## config.mk

```make
export PLATFORM = sky130hd
export DESIGN_NAME = can_bit_timing_sync
export DESIGN_NICKNAME = d
export VERILOG_FILES = /design/src/common/can_bit_timing_pkg.sv /design/src/rx_synchronizer.sv /design/src/quantum_prescaler.sv /design/src/can_bit_timing_sync.sv
export VERILOG_INCLUDE_DIRS = /design/src /design/src/common
export SDC_FILE = /design/constraint.sdc
export NUM_CORES = 1
export LEC_CHECK = 0
export CELL_PAD_IN_SITES_DETAIL_PLACEMENT = 1
export CELL_PAD_IN_SITES_GLOBAL_PLACEMENT = 2
export CORE_MARGIN = 2
export CORE_UTILIZATION = 40
export CTS_CLUSTER_SIZE = 20
export DETAILED_ROUTE_END_ITERATION = 8
export DONT_BUFFER_PORTS = 1
export PLACE_DENSITY_LB_ADDON = 0.1
export RECOVER_POWER = 100
export SETUP_SLACK_MARGIN = 0.05
export SYNTH_ARGS = -nofsm -noshare
export SYNTH_HDL_FRONTEND = slang
export SYNTH_SLANG_ARGS = --single-unit
```

## constraint.sdc

```tcl
create_clock -name REF_CLK -period 14.1 [get_ports REF_CLK]
set_clock_uncertainty 0.1 [all_clocks]
set_input_delay 2.82 -clock REF_CLK [delete_from_list [all_inputs] [get_ports REF_CLK]]
set_output_delay 2.82 -clock REF_CLK [all_outputs]
set_load 0.005 [all_outputs]
```

## src/common/can_bit_timing_cfg.svh

```systemverilog
// register offsets, field positions and reset values of the bit timing block
`ifndef CAN_BIT_TIMING_CFG_SVH
`define CAN_BIT_TIMING_CFG_SVH

// register byte offsets
`define OFS_BIT_TIMING   8'h00
`define OFS_CONTROL      8'h04
`define OFS_STATUS       8'h08

// bit_timing_register field positions (all fields hold functional value minus one)
`define FLD_PRESCALER_LSB 0
`define FLD_PROP_LSB      8
`define FLD_PHASE1_LSB    12
`define FLD_PHASE2_LSB    16
`define FLD_JUMP_LSB      20

// control register bit positions
`define FLD_ENABLE_BIT    0
`define FLD_HARD_ARM_BIT  1

// reset values of the timing fields
`define RST_PRESCALER     5'h00
`define RST_PROP          3'h1
`define RST_PHASE1        3'h2
`define RST_PHASE2        3'h2
`define RST_JUMP          2'h0

// axi response codes
`define RESP_OKAY         2'h0
`define RESP_SLVERR       2'h2

`endif

```

## src/common/can_bit_timing_pkg.sv

```systemverilog
// types shared by the bit timing block and its bench
package can_bit_timing_pkg;

	// axi4-lite signals driven by the master
	typedef struct packed {
		logic        awvalid;
		logic [7:0]  awaddr;
		logic        wvalid;
		logic [31:0] wdata;
		logic [3:0]  wstrb;
		logic        bready;
		logic        arvalid;
		logic [7:0]  araddr;
		logic        rready;
	} axi_req_type;

	// axi4-lite signals driven by the slave
	typedef struct packed {
		logic        awready;
		logic        wready;
		logic        bvalid;
		logic [1:0]  bresp;
		logic        arready;
		logic        rvalid;
		logic [31:0] rdata;
		logic [1:0]  rresp;
	} axi_rsp_type;

	// programmed timing fields, each one less than its functional value
	typedef struct packed {
		logic [4:0] quantum_prescaler_value;
		logic [2:0] prop_seg;
		logic [2:0] phase_buffer_one;
		logic [2:0] phase_buffer_two;
		logic [1:0] resync_jump_width;
	} timing_type;

	// position inside the bit time
	typedef enum logic [1:0] {
		SEG_SYNC,
		SEG_BEFORE,
		SEG_AFTER
	} seg_type;

endpackage

```

## src/rx_synchronizer.sv

```systemverilog
// two-stage synchroniser for the bus receive pin
`timescale 1ns/1ps
`default_nettype none

module rx_synchronizer (
	input  wire logic clk,
	input  wire logic srst,
	input  wire logic pin,
	output var  logic level
);
	// both stages in one state word
	typedef struct packed {
		logic meta;   // first stage, read only by the second
		logic stable; // second stage
	} sync_state_type;

	sync_state_type s_r;
	sync_state_type s_nxt;

	// shift the pin through both stages; idle bus is recessive
	always_comb begin
		s_nxt        = s_r;
		s_nxt.meta   = pin;
		s_nxt.stable = s_r.meta;
	end

	always_ff @(posedge clk) begin
		if (srst) begin
			s_r <= '{meta: 1'b1, stable: 1'b1};
		end else begin
			s_r <= s_nxt;
		end
	end

	assign level = s_r.stable;
endmodule

`default_nettype wire

```

## src/quantum_prescaler.sv

```systemverilog
// time quantum generator: one tick every prescaler+1 clocks
`timescale 1ns/1ps
`default_nettype none

module quantum_prescaler #(
	parameter int WIDTH = 5
) (
	input  wire logic             clk,
	input  wire logic             srst,
	input  wire logic             run,
	input  wire logic [WIDTH-1:0] divide_m1,
	output var  logic             tick
);
	typedef struct packed {
		logic [WIDTH-1:0] cnt;  // clocks elapsed in this quantum
		logic             tick; // registered quantum strobe
	} pre_state_type;

	pre_state_type s_r;
	pre_state_type s_nxt;

	// count clocks; wrap and strobe when the programmed length is reached
	always_comb begin
		s_nxt      = s_r;
		s_nxt.tick = 1'b0;
		if (!run) begin
			s_nxt.cnt = '0;
		end else if (s_r.cnt >= divide_m1) begin
			s_nxt.cnt  = '0;
			s_nxt.tick = 1'b1;
		end else begin
			s_nxt.cnt = s_r.cnt + 1'b1;
		end
	end

	always_ff @(posedge clk) begin
		if (srst) begin
			s_r <= '0;
		end else begin
			s_r <= s_nxt;
		end
	end

	assign tick = s_r.tick;
endmodule

`default_nettype wire

```

## src/can_bit_timing_sync.sv

```systemverilog
// can bit timing logic: quanta, segments, sample point and synchronisation
//
// The implementer's own choices: the AXI4-Lite interface to the registers and the register addresses.
`timescale 1ns/1ps
`default_nettype none
`include "can_bit_timing_cfg.svh"

module can_bit_timing_sync (
	input  wire logic                             REF_CLK,
	input  wire logic                             SRST,
	input  wire logic                             CAN_RX,
	input  wire can_bit_timing_pkg::axi_req_type  AXI_REQ,
	output var  can_bit_timing_pkg::axi_rsp_type  AXI_RSP,
	output var  logic                             SAMPLE_STROBE,
	output var  logic                             RX_BIT,
	output var  logic                             SYNC_STROBE
);
	import can_bit_timing_pkg::*;

	////////////////////////////////////////////////////////////////////////////////
	// state

	typedef struct packed {
		axi_rsp_type rsp;          // registered bus answer
		logic        aw_have;      // write address held
		logic [7:0]  aw_addr;      // held write address
		logic        w_have;       // write data held
		logic [31:0] w_data;       // held write data
		logic [3:0]  w_strb;       // held byte strobes
		timing_type  timing;       // programmed timing fields
		logic        enable;       // bit timing running
		logic        hard_arm;     // next edge is a frame start
		seg_type     seg;          // current segment
		logic [4:0]  qcnt;         // quantum index inside the segment
		logic [2:0]  lengthen;     // extra quanta of buffer one this bit
		logic [2:0]  shorten;      // quanta removed from buffer two this bit
		logic        sync_done;    // a sync happened since last sample point
		logic        prev_sample;  // level at previous sample point
		logic        rx_bit;       // sampled bit value
		logic        sample_pulse; // one clock at each sample point
		logic        sync_pulse;   // one clock at each synchronisation
		logic [7:0]  sample_cnt;   // free-running count of sample points
	} top_state_type;

	top_state_type s_r;   // registered state
	top_state_type s_nxt; // next state

	logic       rx_level;   // synchronised bus level, 1 is recessive
	logic       qtick;      // one clock per time quantum
	logic [3:0] segment_before_sample_m1;   // segment before sample, programmed form
	logic [3:0] jump_len;   // effective jump width in quanta
	logic [4:0] err_mag;    // magnitude of the edge phase error
	logic [4:0] adj;        // applied correction
	logic       candidate;  // qualifying edge this quantum
	logic [31:0] rd_word;   // read mux output
	logic        rd_ok;     // read address decoded
	logic        wr_ok;     // write address decoded
	logic [31:0] wr_word;   // held write data, unstrobed bytes cleared

	////////////////////////////////////////////////////////////////////////////////
	// helpers

	// smaller of two quanta counts
	function automatic logic [4:0] min5(input logic [4:0] a, input logic [4:0] b);
		min5 = (a < b) ? a : b;
	endfunction

	// merge written bytes into an old word
	function automatic logic [31:0] merge(input logic [31:0] old, input logic [31:0] val,
		input logic [3:0] strb);
		merge = old;
		for (int i = 0; i < 4; i++) begin
			if (strb[i]) begin
				merge[i*8 +: 8] = val[i*8 +: 8];
			end
		end
	endfunction

	// register address decode, used by reads and writes
	function automatic logic mapped(input logic [7:0] a, input logic writable);
		mapped = (a == `OFS_BIT_TIMING) || (a == `OFS_CONTROL) || (!writable && (a == `OFS_STATUS));
	endfunction

	////////////////////////////////////////////////////////////////////////////////
	// submodules

	// pin crosses two flip-flops before use
	rx_synchronizer u_rx (
		.clk   (REF_CLK),
		.srst  (SRST),
		.pin   (CAN_RX),
		.level (rx_level)
	);

	// quantum strobe from the programmed prescaler
	quantum_prescaler #(
		.WIDTH (5)
	) u_pre (
		.clk       (REF_CLK),
		.srst      (SRST),
		.run       (s_r.enable),
		.divide_m1 (s_r.timing.quantum_prescaler_value),
		.tick      (qtick)
	);

	////////////////////////////////////////////////////////////////////////////////
	// derived timing values

	// segment before sample joins propagation and buffer one
	always_comb begin
		segment_before_sample_m1 = 4'({1'b0, s_r.timing.prop_seg} + {1'b0, s_r.timing.phase_buffer_one} + 4'h1);
		// jump width limited to the shorter buffer so the counters cannot wrap
		jump_len = {2'b00, s_r.timing.resync_jump_width} + 4'h1;
		if (jump_len > {1'b0, s_r.timing.phase_buffer_one} + 4'h1) begin
			jump_len = {1'b0, s_r.timing.phase_buffer_one} + 4'h1;
		end
		if (jump_len > {1'b0, s_r.timing.phase_buffer_two} + 4'h1) begin
			jump_len = {1'b0, s_r.timing.phase_buffer_two} + 4'h1;
		end
	end

	////////////////////////////////////////////////////////////////////////////////
	// read mux

	// held write word; fields of unstrobed bytes are restored in the write path
	assign wr_word = merge(32'h0000_0000, s_r.w_data, s_r.w_strb);

	always_comb begin
		rd_word = 32'h0000_0000;
		rd_ok   = mapped(AXI_REQ.araddr, 1'b0);
		wr_ok   = mapped(s_r.aw_addr, 1'b1);
		case (AXI_REQ.araddr)
			`OFS_BIT_TIMING: begin
				rd_word[`FLD_PRESCALER_LSB +: 5] = s_r.timing.quantum_prescaler_value;
				rd_word[`FLD_PROP_LSB +: 3]      = s_r.timing.prop_seg;
				rd_word[`FLD_PHASE1_LSB +: 3]    = s_r.timing.phase_buffer_one;
				rd_word[`FLD_PHASE2_LSB +: 3]    = s_r.timing.phase_buffer_two;
				rd_word[`FLD_JUMP_LSB +: 2]      = s_r.timing.resync_jump_width;
			end
			`OFS_CONTROL: begin
				rd_word[`FLD_ENABLE_BIT]   = s_r.enable;
				rd_word[`FLD_HARD_ARM_BIT] = s_r.hard_arm;
			end
			`OFS_STATUS: begin
				// block state visible to software
				rd_word[0]    = s_r.rx_bit;
				rd_word[1]    = s_r.sync_done;
				rd_word[3:2]  = s_r.seg;
				rd_word[4]    = s_r.hard_arm;
				rd_word[15:8] = s_r.sample_cnt;
			end
			default: begin
				rd_word = 32'h0000_0000;
			end
		endcase
	end

	////////////////////////////////////////////////////////////////////////////////
	// next state: bit timing first, then bus so software writes win

	always_comb begin
		s_nxt              = s_r;
		s_nxt.sample_pulse = 1'b0;
		s_nxt.sync_pulse   = 1'b0;
		err_mag            = 5'h00;
		adj                = 5'h00;
		// only a falling bus after a recessive sample qualifies
		candidate = s_r.enable && s_r.prev_sample && !rx_level && !s_r.sync_done;

		if (!s_r.enable) begin
			// stopped: park at the sync slot with a recessive history
			s_nxt.seg         = SEG_SYNC;
			s_nxt.qcnt        = 5'h00;
			s_nxt.lengthen    = 3'h0;
			s_nxt.shorten     = 3'h0;
			s_nxt.sync_done   = 1'b0;
			s_nxt.prev_sample = 1'b1;
		end else if (qtick) begin
			if (candidate && s_r.hard_arm) begin
				// frame start: this quantum becomes the sync slot
				s_nxt.seg        = SEG_BEFORE;
				s_nxt.qcnt       = 5'h00;
				s_nxt.lengthen   = 3'h0;
				s_nxt.shorten    = 3'h0;
				s_nxt.sync_done  = 1'b1;
				s_nxt.sync_pulse = 1'b1;
				s_nxt.hard_arm   = 1'b0;
			end else begin
				case (s_r.seg)
					SEG_SYNC: begin
						// sync slot is always one quantum; an edge here has zero error
						if (candidate) begin
							s_nxt.sync_done  = 1'b1;
							s_nxt.sync_pulse = 1'b1;
						end
						s_nxt.seg  = SEG_BEFORE;
						s_nxt.qcnt = 5'h00;
					end
					SEG_BEFORE: begin
						// late edge: error counts quanta after the sync slot
						if (candidate) begin
							err_mag          = s_r.qcnt + 5'h01;
							adj              = min5(err_mag, {1'b0, jump_len});
							s_nxt.lengthen   = adj[2:0];
							s_nxt.sync_done  = 1'b1;
							s_nxt.sync_pulse = 1'b1;
						end
						if (s_r.qcnt >= {1'b0, segment_before_sample_m1} + {2'b00, s_nxt.lengthen}) begin
							// sample point: one sample, at the adjusted end of buffer one
							s_nxt.rx_bit       = rx_level;
							s_nxt.prev_sample  = rx_level;
							s_nxt.sample_pulse = 1'b1;
							s_nxt.sample_cnt   = s_r.sample_cnt + 8'h01;
							s_nxt.sync_done    = 1'b0;
							s_nxt.lengthen     = 3'h0;
							s_nxt.seg          = SEG_AFTER;
							s_nxt.qcnt         = 5'h00;
						end else begin
							s_nxt.qcnt = s_r.qcnt + 5'h01;
						end
					end
					SEG_AFTER: begin
						if (candidate) begin
							// early edge: error counts quanta left before the next sync slot
							err_mag          = {2'b00, s_r.timing.phase_buffer_two} + 5'h01 - s_r.qcnt;
							s_nxt.sync_done  = 1'b1;
							s_nxt.sync_pulse = 1'b1;
						end
						if (candidate && err_mag <= {1'b0, jump_len}) begin
							// fully compensated: end the bit now and omit the sync slot
							s_nxt.seg     = SEG_BEFORE;
							s_nxt.qcnt    = 5'h00;
							s_nxt.shorten = 3'h0;
						end else begin
							if (candidate) begin
								// only the jump width is removed; the rest stays as error
								s_nxt.shorten = jump_len[2:0];
							end
							if (s_r.qcnt + {2'b00, s_nxt.shorten} >= {2'b00, s_r.timing.phase_buffer_two}) begin
								s_nxt.seg     = SEG_SYNC;
								s_nxt.qcnt    = 5'h00;
								s_nxt.shorten = 3'h0;
							end else begin
								s_nxt.qcnt = s_r.qcnt + 5'h01;
							end
						end
					end
					default: begin
						s_nxt.seg  = SEG_SYNC;
						s_nxt.qcnt = 5'h00;
					end
				endcase
			end
		end

		// write channel: address and data accepted in either order
		if (AXI_REQ.awvalid && s_r.rsp.awready) begin
			s_nxt.aw_have = 1'b1;
			s_nxt.aw_addr = AXI_REQ.awaddr;
		end
		if (AXI_REQ.wvalid && s_r.rsp.wready) begin
			s_nxt.w_have = 1'b1;
			s_nxt.w_data = AXI_REQ.wdata;
			s_nxt.w_strb = AXI_REQ.wstrb;
		end
		if (s_r.rsp.bvalid && AXI_REQ.bready) begin
			s_nxt.rsp.bvalid = 1'b0;
		end
		if (s_r.aw_have && s_r.w_have && !s_r.rsp.bvalid) begin
			// both halves present: perform the write and answer
			s_nxt.aw_have    = 1'b0;
			s_nxt.w_have     = 1'b0;
			s_nxt.rsp.bvalid = 1'b1;
			s_nxt.rsp.bresp  = wr_ok ? `RESP_OKAY : `RESP_SLVERR;
			if (s_r.aw_addr == `OFS_BIT_TIMING) begin
				// fields are kept in their programmed form
				s_nxt.timing.quantum_prescaler_value = wr_word[`FLD_PRESCALER_LSB +: 5];
				s_nxt.timing.prop_seg          = wr_word[`FLD_PROP_LSB +: 3];
				s_nxt.timing.phase_buffer_one  = wr_word[`FLD_PHASE1_LSB +: 3];
				s_nxt.timing.phase_buffer_two  = wr_word[`FLD_PHASE2_LSB +: 3];
				s_nxt.timing.resync_jump_width = wr_word[`FLD_JUMP_LSB +: 2];
				if (!s_r.w_strb[0]) begin
					s_nxt.timing.quantum_prescaler_value = s_r.timing.quantum_prescaler_value;
				end
				if (!s_r.w_strb[1]) begin
					s_nxt.timing.prop_seg         = s_r.timing.prop_seg;
					s_nxt.timing.phase_buffer_one = s_r.timing.phase_buffer_one;
				end
				if (!s_r.w_strb[2]) begin
					s_nxt.timing.phase_buffer_two  = s_r.timing.phase_buffer_two;
					s_nxt.timing.resync_jump_width = s_r.timing.resync_jump_width;
				end
			end else if (s_r.aw_addr == `OFS_CONTROL && s_r.w_strb[0]) begin
				// a written one arms the hard sync even in the cycle it fires
				s_nxt.enable = s_r.w_data[`FLD_ENABLE_BIT];
				if (s_r.w_data[`FLD_HARD_ARM_BIT]) begin
					s_nxt.hard_arm = 1'b1;
				end
			end
		end

		// read channel: answer one clock after the address is taken
		if (s_r.rsp.rvalid && AXI_REQ.rready) begin
			s_nxt.rsp.rvalid = 1'b0;
		end
		if (AXI_REQ.arvalid && s_r.rsp.arready) begin
			s_nxt.rsp.rvalid = 1'b1;
			s_nxt.rsp.rdata  = rd_word;
			s_nxt.rsp.rresp  = rd_ok ? `RESP_OKAY : `RESP_SLVERR;
		end

		// ready flags registered from the next state
		s_nxt.rsp.awready = !s_nxt.aw_have && !s_nxt.rsp.bvalid;
		s_nxt.rsp.wready  = !s_nxt.w_have && !s_nxt.rsp.bvalid;
		s_nxt.rsp.arready = !s_nxt.rsp.rvalid;
	end

	////////////////////////////////////////////////////////////////////////////////
	// state register

	always_ff @(posedge REF_CLK) begin
		if (SRST) begin
			s_r                                 <= '0;
			s_r.timing.quantum_prescaler_value  <= `RST_PRESCALER;
			s_r.timing.prop_seg                 <= `RST_PROP;
			s_r.timing.phase_buffer_one         <= `RST_PHASE1;
			s_r.timing.phase_buffer_two         <= `RST_PHASE2;
			s_r.timing.resync_jump_width        <= `RST_JUMP;
			s_r.seg                             <= SEG_SYNC;
			s_r.prev_sample                     <= 1'b1;
			s_r.rx_bit                          <= 1'b1;
			s_r.rsp.awready                     <= 1'b1;
			s_r.rsp.wready                      <= 1'b1;
			s_r.rsp.arready                     <= 1'b1;
		end else begin
			s_r <= s_nxt;
		end
	end

	// outputs straight from the state register
	assign AXI_RSP       = s_r.rsp;
	assign SAMPLE_STROBE = s_r.sample_pulse;
	assign RX_BIT        = s_r.rx_bit;
	assign SYNC_STROBE   = s_r.sync_pulse;
endmodule

`default_nettype wire

```

==> results.yml <==
outcome:
  status: "finished, final reports clean"
timing:
  finalSetupTns_ns: 0
  slew_violations: 0
  period_minus_slack_ns: 8.791
  hold_viol_final: 0
  fmax_mhz: 113.8
  worst_pin_slew_ns: 0.9985
  rsz0062_at_grt: "no"
  fin_hold_ws_ns: 0.3278
  slew_headroom: 0.3339
  finalCritPeriodShare: 0.6235
  setup_viol: 0
final_layout:
  seqCellArea_um2: 2122
  design_area_um2: 5984
  multiInputGateArea_um2: 3158
  fillers: 1718
  final_cell_mix: "nand2_1, dfxtp_1, a21oi_1, ha_1"
  area_delta_synth_final_pct: 2.662
  layout_commonest_cell: "nand2_1"
  layout.cells.non_filler: 867
  drive_above_1_share: 0.03953
  n_antenna_cell: 0
  finish.net_count: 790
drt:
  ant_nets: 0
  vias_per_cell: 5.285
  drt_iter0_drc: 148
  route.detailed.drc: 0
  vias: 4582
  wl_um: 14010
  drt_pre_antenna_iters: 4
  avgRoutedWirePerCell_um: 16.16
placement:
  routabilityCongestion: 0.7730
  hpwlAfterDp_um: 10790
  place_inst: 852
  io_buffers: 0
  post_dp_cell_area_um2: 5723
job:
  max_cap_viol_count: 0
logic_synthesis:
  synth-main-ff-cell: "dfxtp_1"
  synth_edf_count: 0
  yosysSeqAreaShare: 0.3640
  yosysWarnings: 0
  netlist_area_um2: 5829
  ys_ff_latch: 106
  synth_area_per_cell_um2: 8.108
  synth_cell_type_count: 57
  syn-instance-count: 719
  synth-async-reset-ratio: 0
power:
  p_leak_nw: 2.357
  power.density_nw_per_um2: 100.3
  vdd_drop_max_v: 0.00006736
  power_mw: 0.6004
die:
  dieHeight_um: 124.7
  fp.coreArea_um2: 14370
  row_count: 44
  ios: 104
  initial_core_util: 0.4057
  die_w_um: 124.7
  dieArea_um2: 15560
clock_network:
  insertion_delay_ns: 0.36
  cts_tree: "built"
  clk_pin_slew_ns: 0.07
  cts-root-buf: "clkbuf_16"
  clock-sinks: 106
  clk_path_buf_depth: 2
  ctsHtreeMaxLevel: 3
  postCtsSetupBuffers: 0
  cts.repair.resized: 0
  tritoncts.num_buffers: 9
  postCtsHoldBufs: 0
setup_path:
  crit_top_cell: "ha_1"
  crit_required_ns: 14.25
  crit_fanout: 9
  critPathCaptureType: "register"
  path_class: "register to register"
  slowest_stage: "o21ai_0"
  cp.arrival_ns: 8.94
  startpoint_type: "register"
  critPathMaxStageDelay_ns: 0.66
hold_path:
  holdCritPathClass: "register to register"
global_routing:
  grt_pass1_vias: 4718
  antenna_found_initial: 0
  grt-ovfl-total: 0
  grt_use_total: 0.1817
  grt_max_degree: 82
  grt_pass1_wl_um: 23210
==> sequential cells by signal, indices dropped and copies added, names as in the netlist <==
signal	count
RX_BIT	1
s_r	70
u_rx.s_nxt	1
u_pre.s_r	5
AXI_RSP	25
u_rx.level	1
SAMPLE_STROBE	1
SYNC_STROBE	1
u_pre.tick	1
==> metrics by stage <==
stage / setup slack, ns / util
floorplan: 7.248 / -
global placement: 6.389 / 0.3983
detailed placement: 6.317 / 0.3983
CTS: 6.304 / 0.4193
global route: 4.465 / 0.4165
finish: 5.309 / 0.4165
==> worst paths after layout <==
path | from | to | cells after the start | slack [ns]
setup reg to reg | s_r[34]$_SDFFE_PP1P_ | s_r[7]$_SDFFE_PP0P_ | 31 | 5.31
hold / removal | u_rx.s_nxt[0]$_SDFF_PP1_ | u_rx.level$_SDFF_PP1_ | 1 | 0.33
setup / recovery | s_r[34]$_SDFFE_PP1P_ | s_r[7]$_SDFFE_PP0P_ | 31 | 5.31
hold reg to reg | u_rx.s_nxt[0]$_SDFF_PP1_ | u_rx.level$_SDFF_PP1_ | 1 | 0.33
==> layer usage <==
| layer | global-route usage | routed length [µm] | vias to the layer above | part of all wire |
|---|---|---|---|---|
| met1 | 0.2266 | 6627 | 2179 | 0.47 |
| met3 | 0.04167 | 487 | 14 | 0.035 |
| li1 | - | - | 2318 | - |
| met2 | 0.3140 | 6720 | 71 | 0.48 |
| met5 | 0 | 0 | - | 0 |
| met4 | 0.05089 | 171 | 0 | 0.012 |
==> cells by family after synthesis <==
group,synth area share
xor gates and xnor gates,0.02704
DFF,0.3640
muxes,0.02597
AOI/OAI and AO/OA,0.1567
other,0.0006433
adders and majority gates,0.1159
and+or+nand+nor,0.2114
buffers and inverters,0.09830
==> where the power goes <==
part	internal, mW	leakage, nW	switching (mW)
Sequential	0.307	0.861	0.00669
Combinational	0.00894	1.35	0.0166
Clock	0.143	0.147	0.118
==> area by class of cell <==
cell class / count / area share
inverters: 39 / 0.02446
clock buffers: 10 / 0.03993
repair buffers: 4 / 0.004391
clock inverters: 5 / 0.01045
multi-input cells: 519 / 0.5277
well taps: 184 / 0.03847
flip-flops and latches: 106 / 0.3546
==> critical path, delay by kind of cell, from the launching register on <==
family,cells,cell delay (ns)
AO/OA/AOI/OAI,9,2.46
adder cells (fa/ha/maj),7,2.29
AND/OR/NAND/NOR,9,1.67
multiplexers,3,1.29
flip-flops,1,0.52
XOR/XNOR,3,0.36
==> synth_stat cells (all sizes together), types with 6 or more instances <==
cell type,number,area [µm²]
nand2,126,473.0
dfxtp,106,2122
a21oi,73,369.1
buf,48,340.3
ha,46,575.6
nand3,42,210.2
nor2,42,157.7
inv,39,146.4
o21ai,26,137.6
clkbuf,23,86.33
nor3,13,70.07
xnor2,11,96.34
a21o,10,75.07
a22oi,8,60.06
mux2,8,101.3
nor2b,8,50.05
nand4,7,50.05
xor2,7,61.31
nand2b,6,37.54
nor4,6,37.54
No activity file was read; power rests on OpenSTA's default activity.
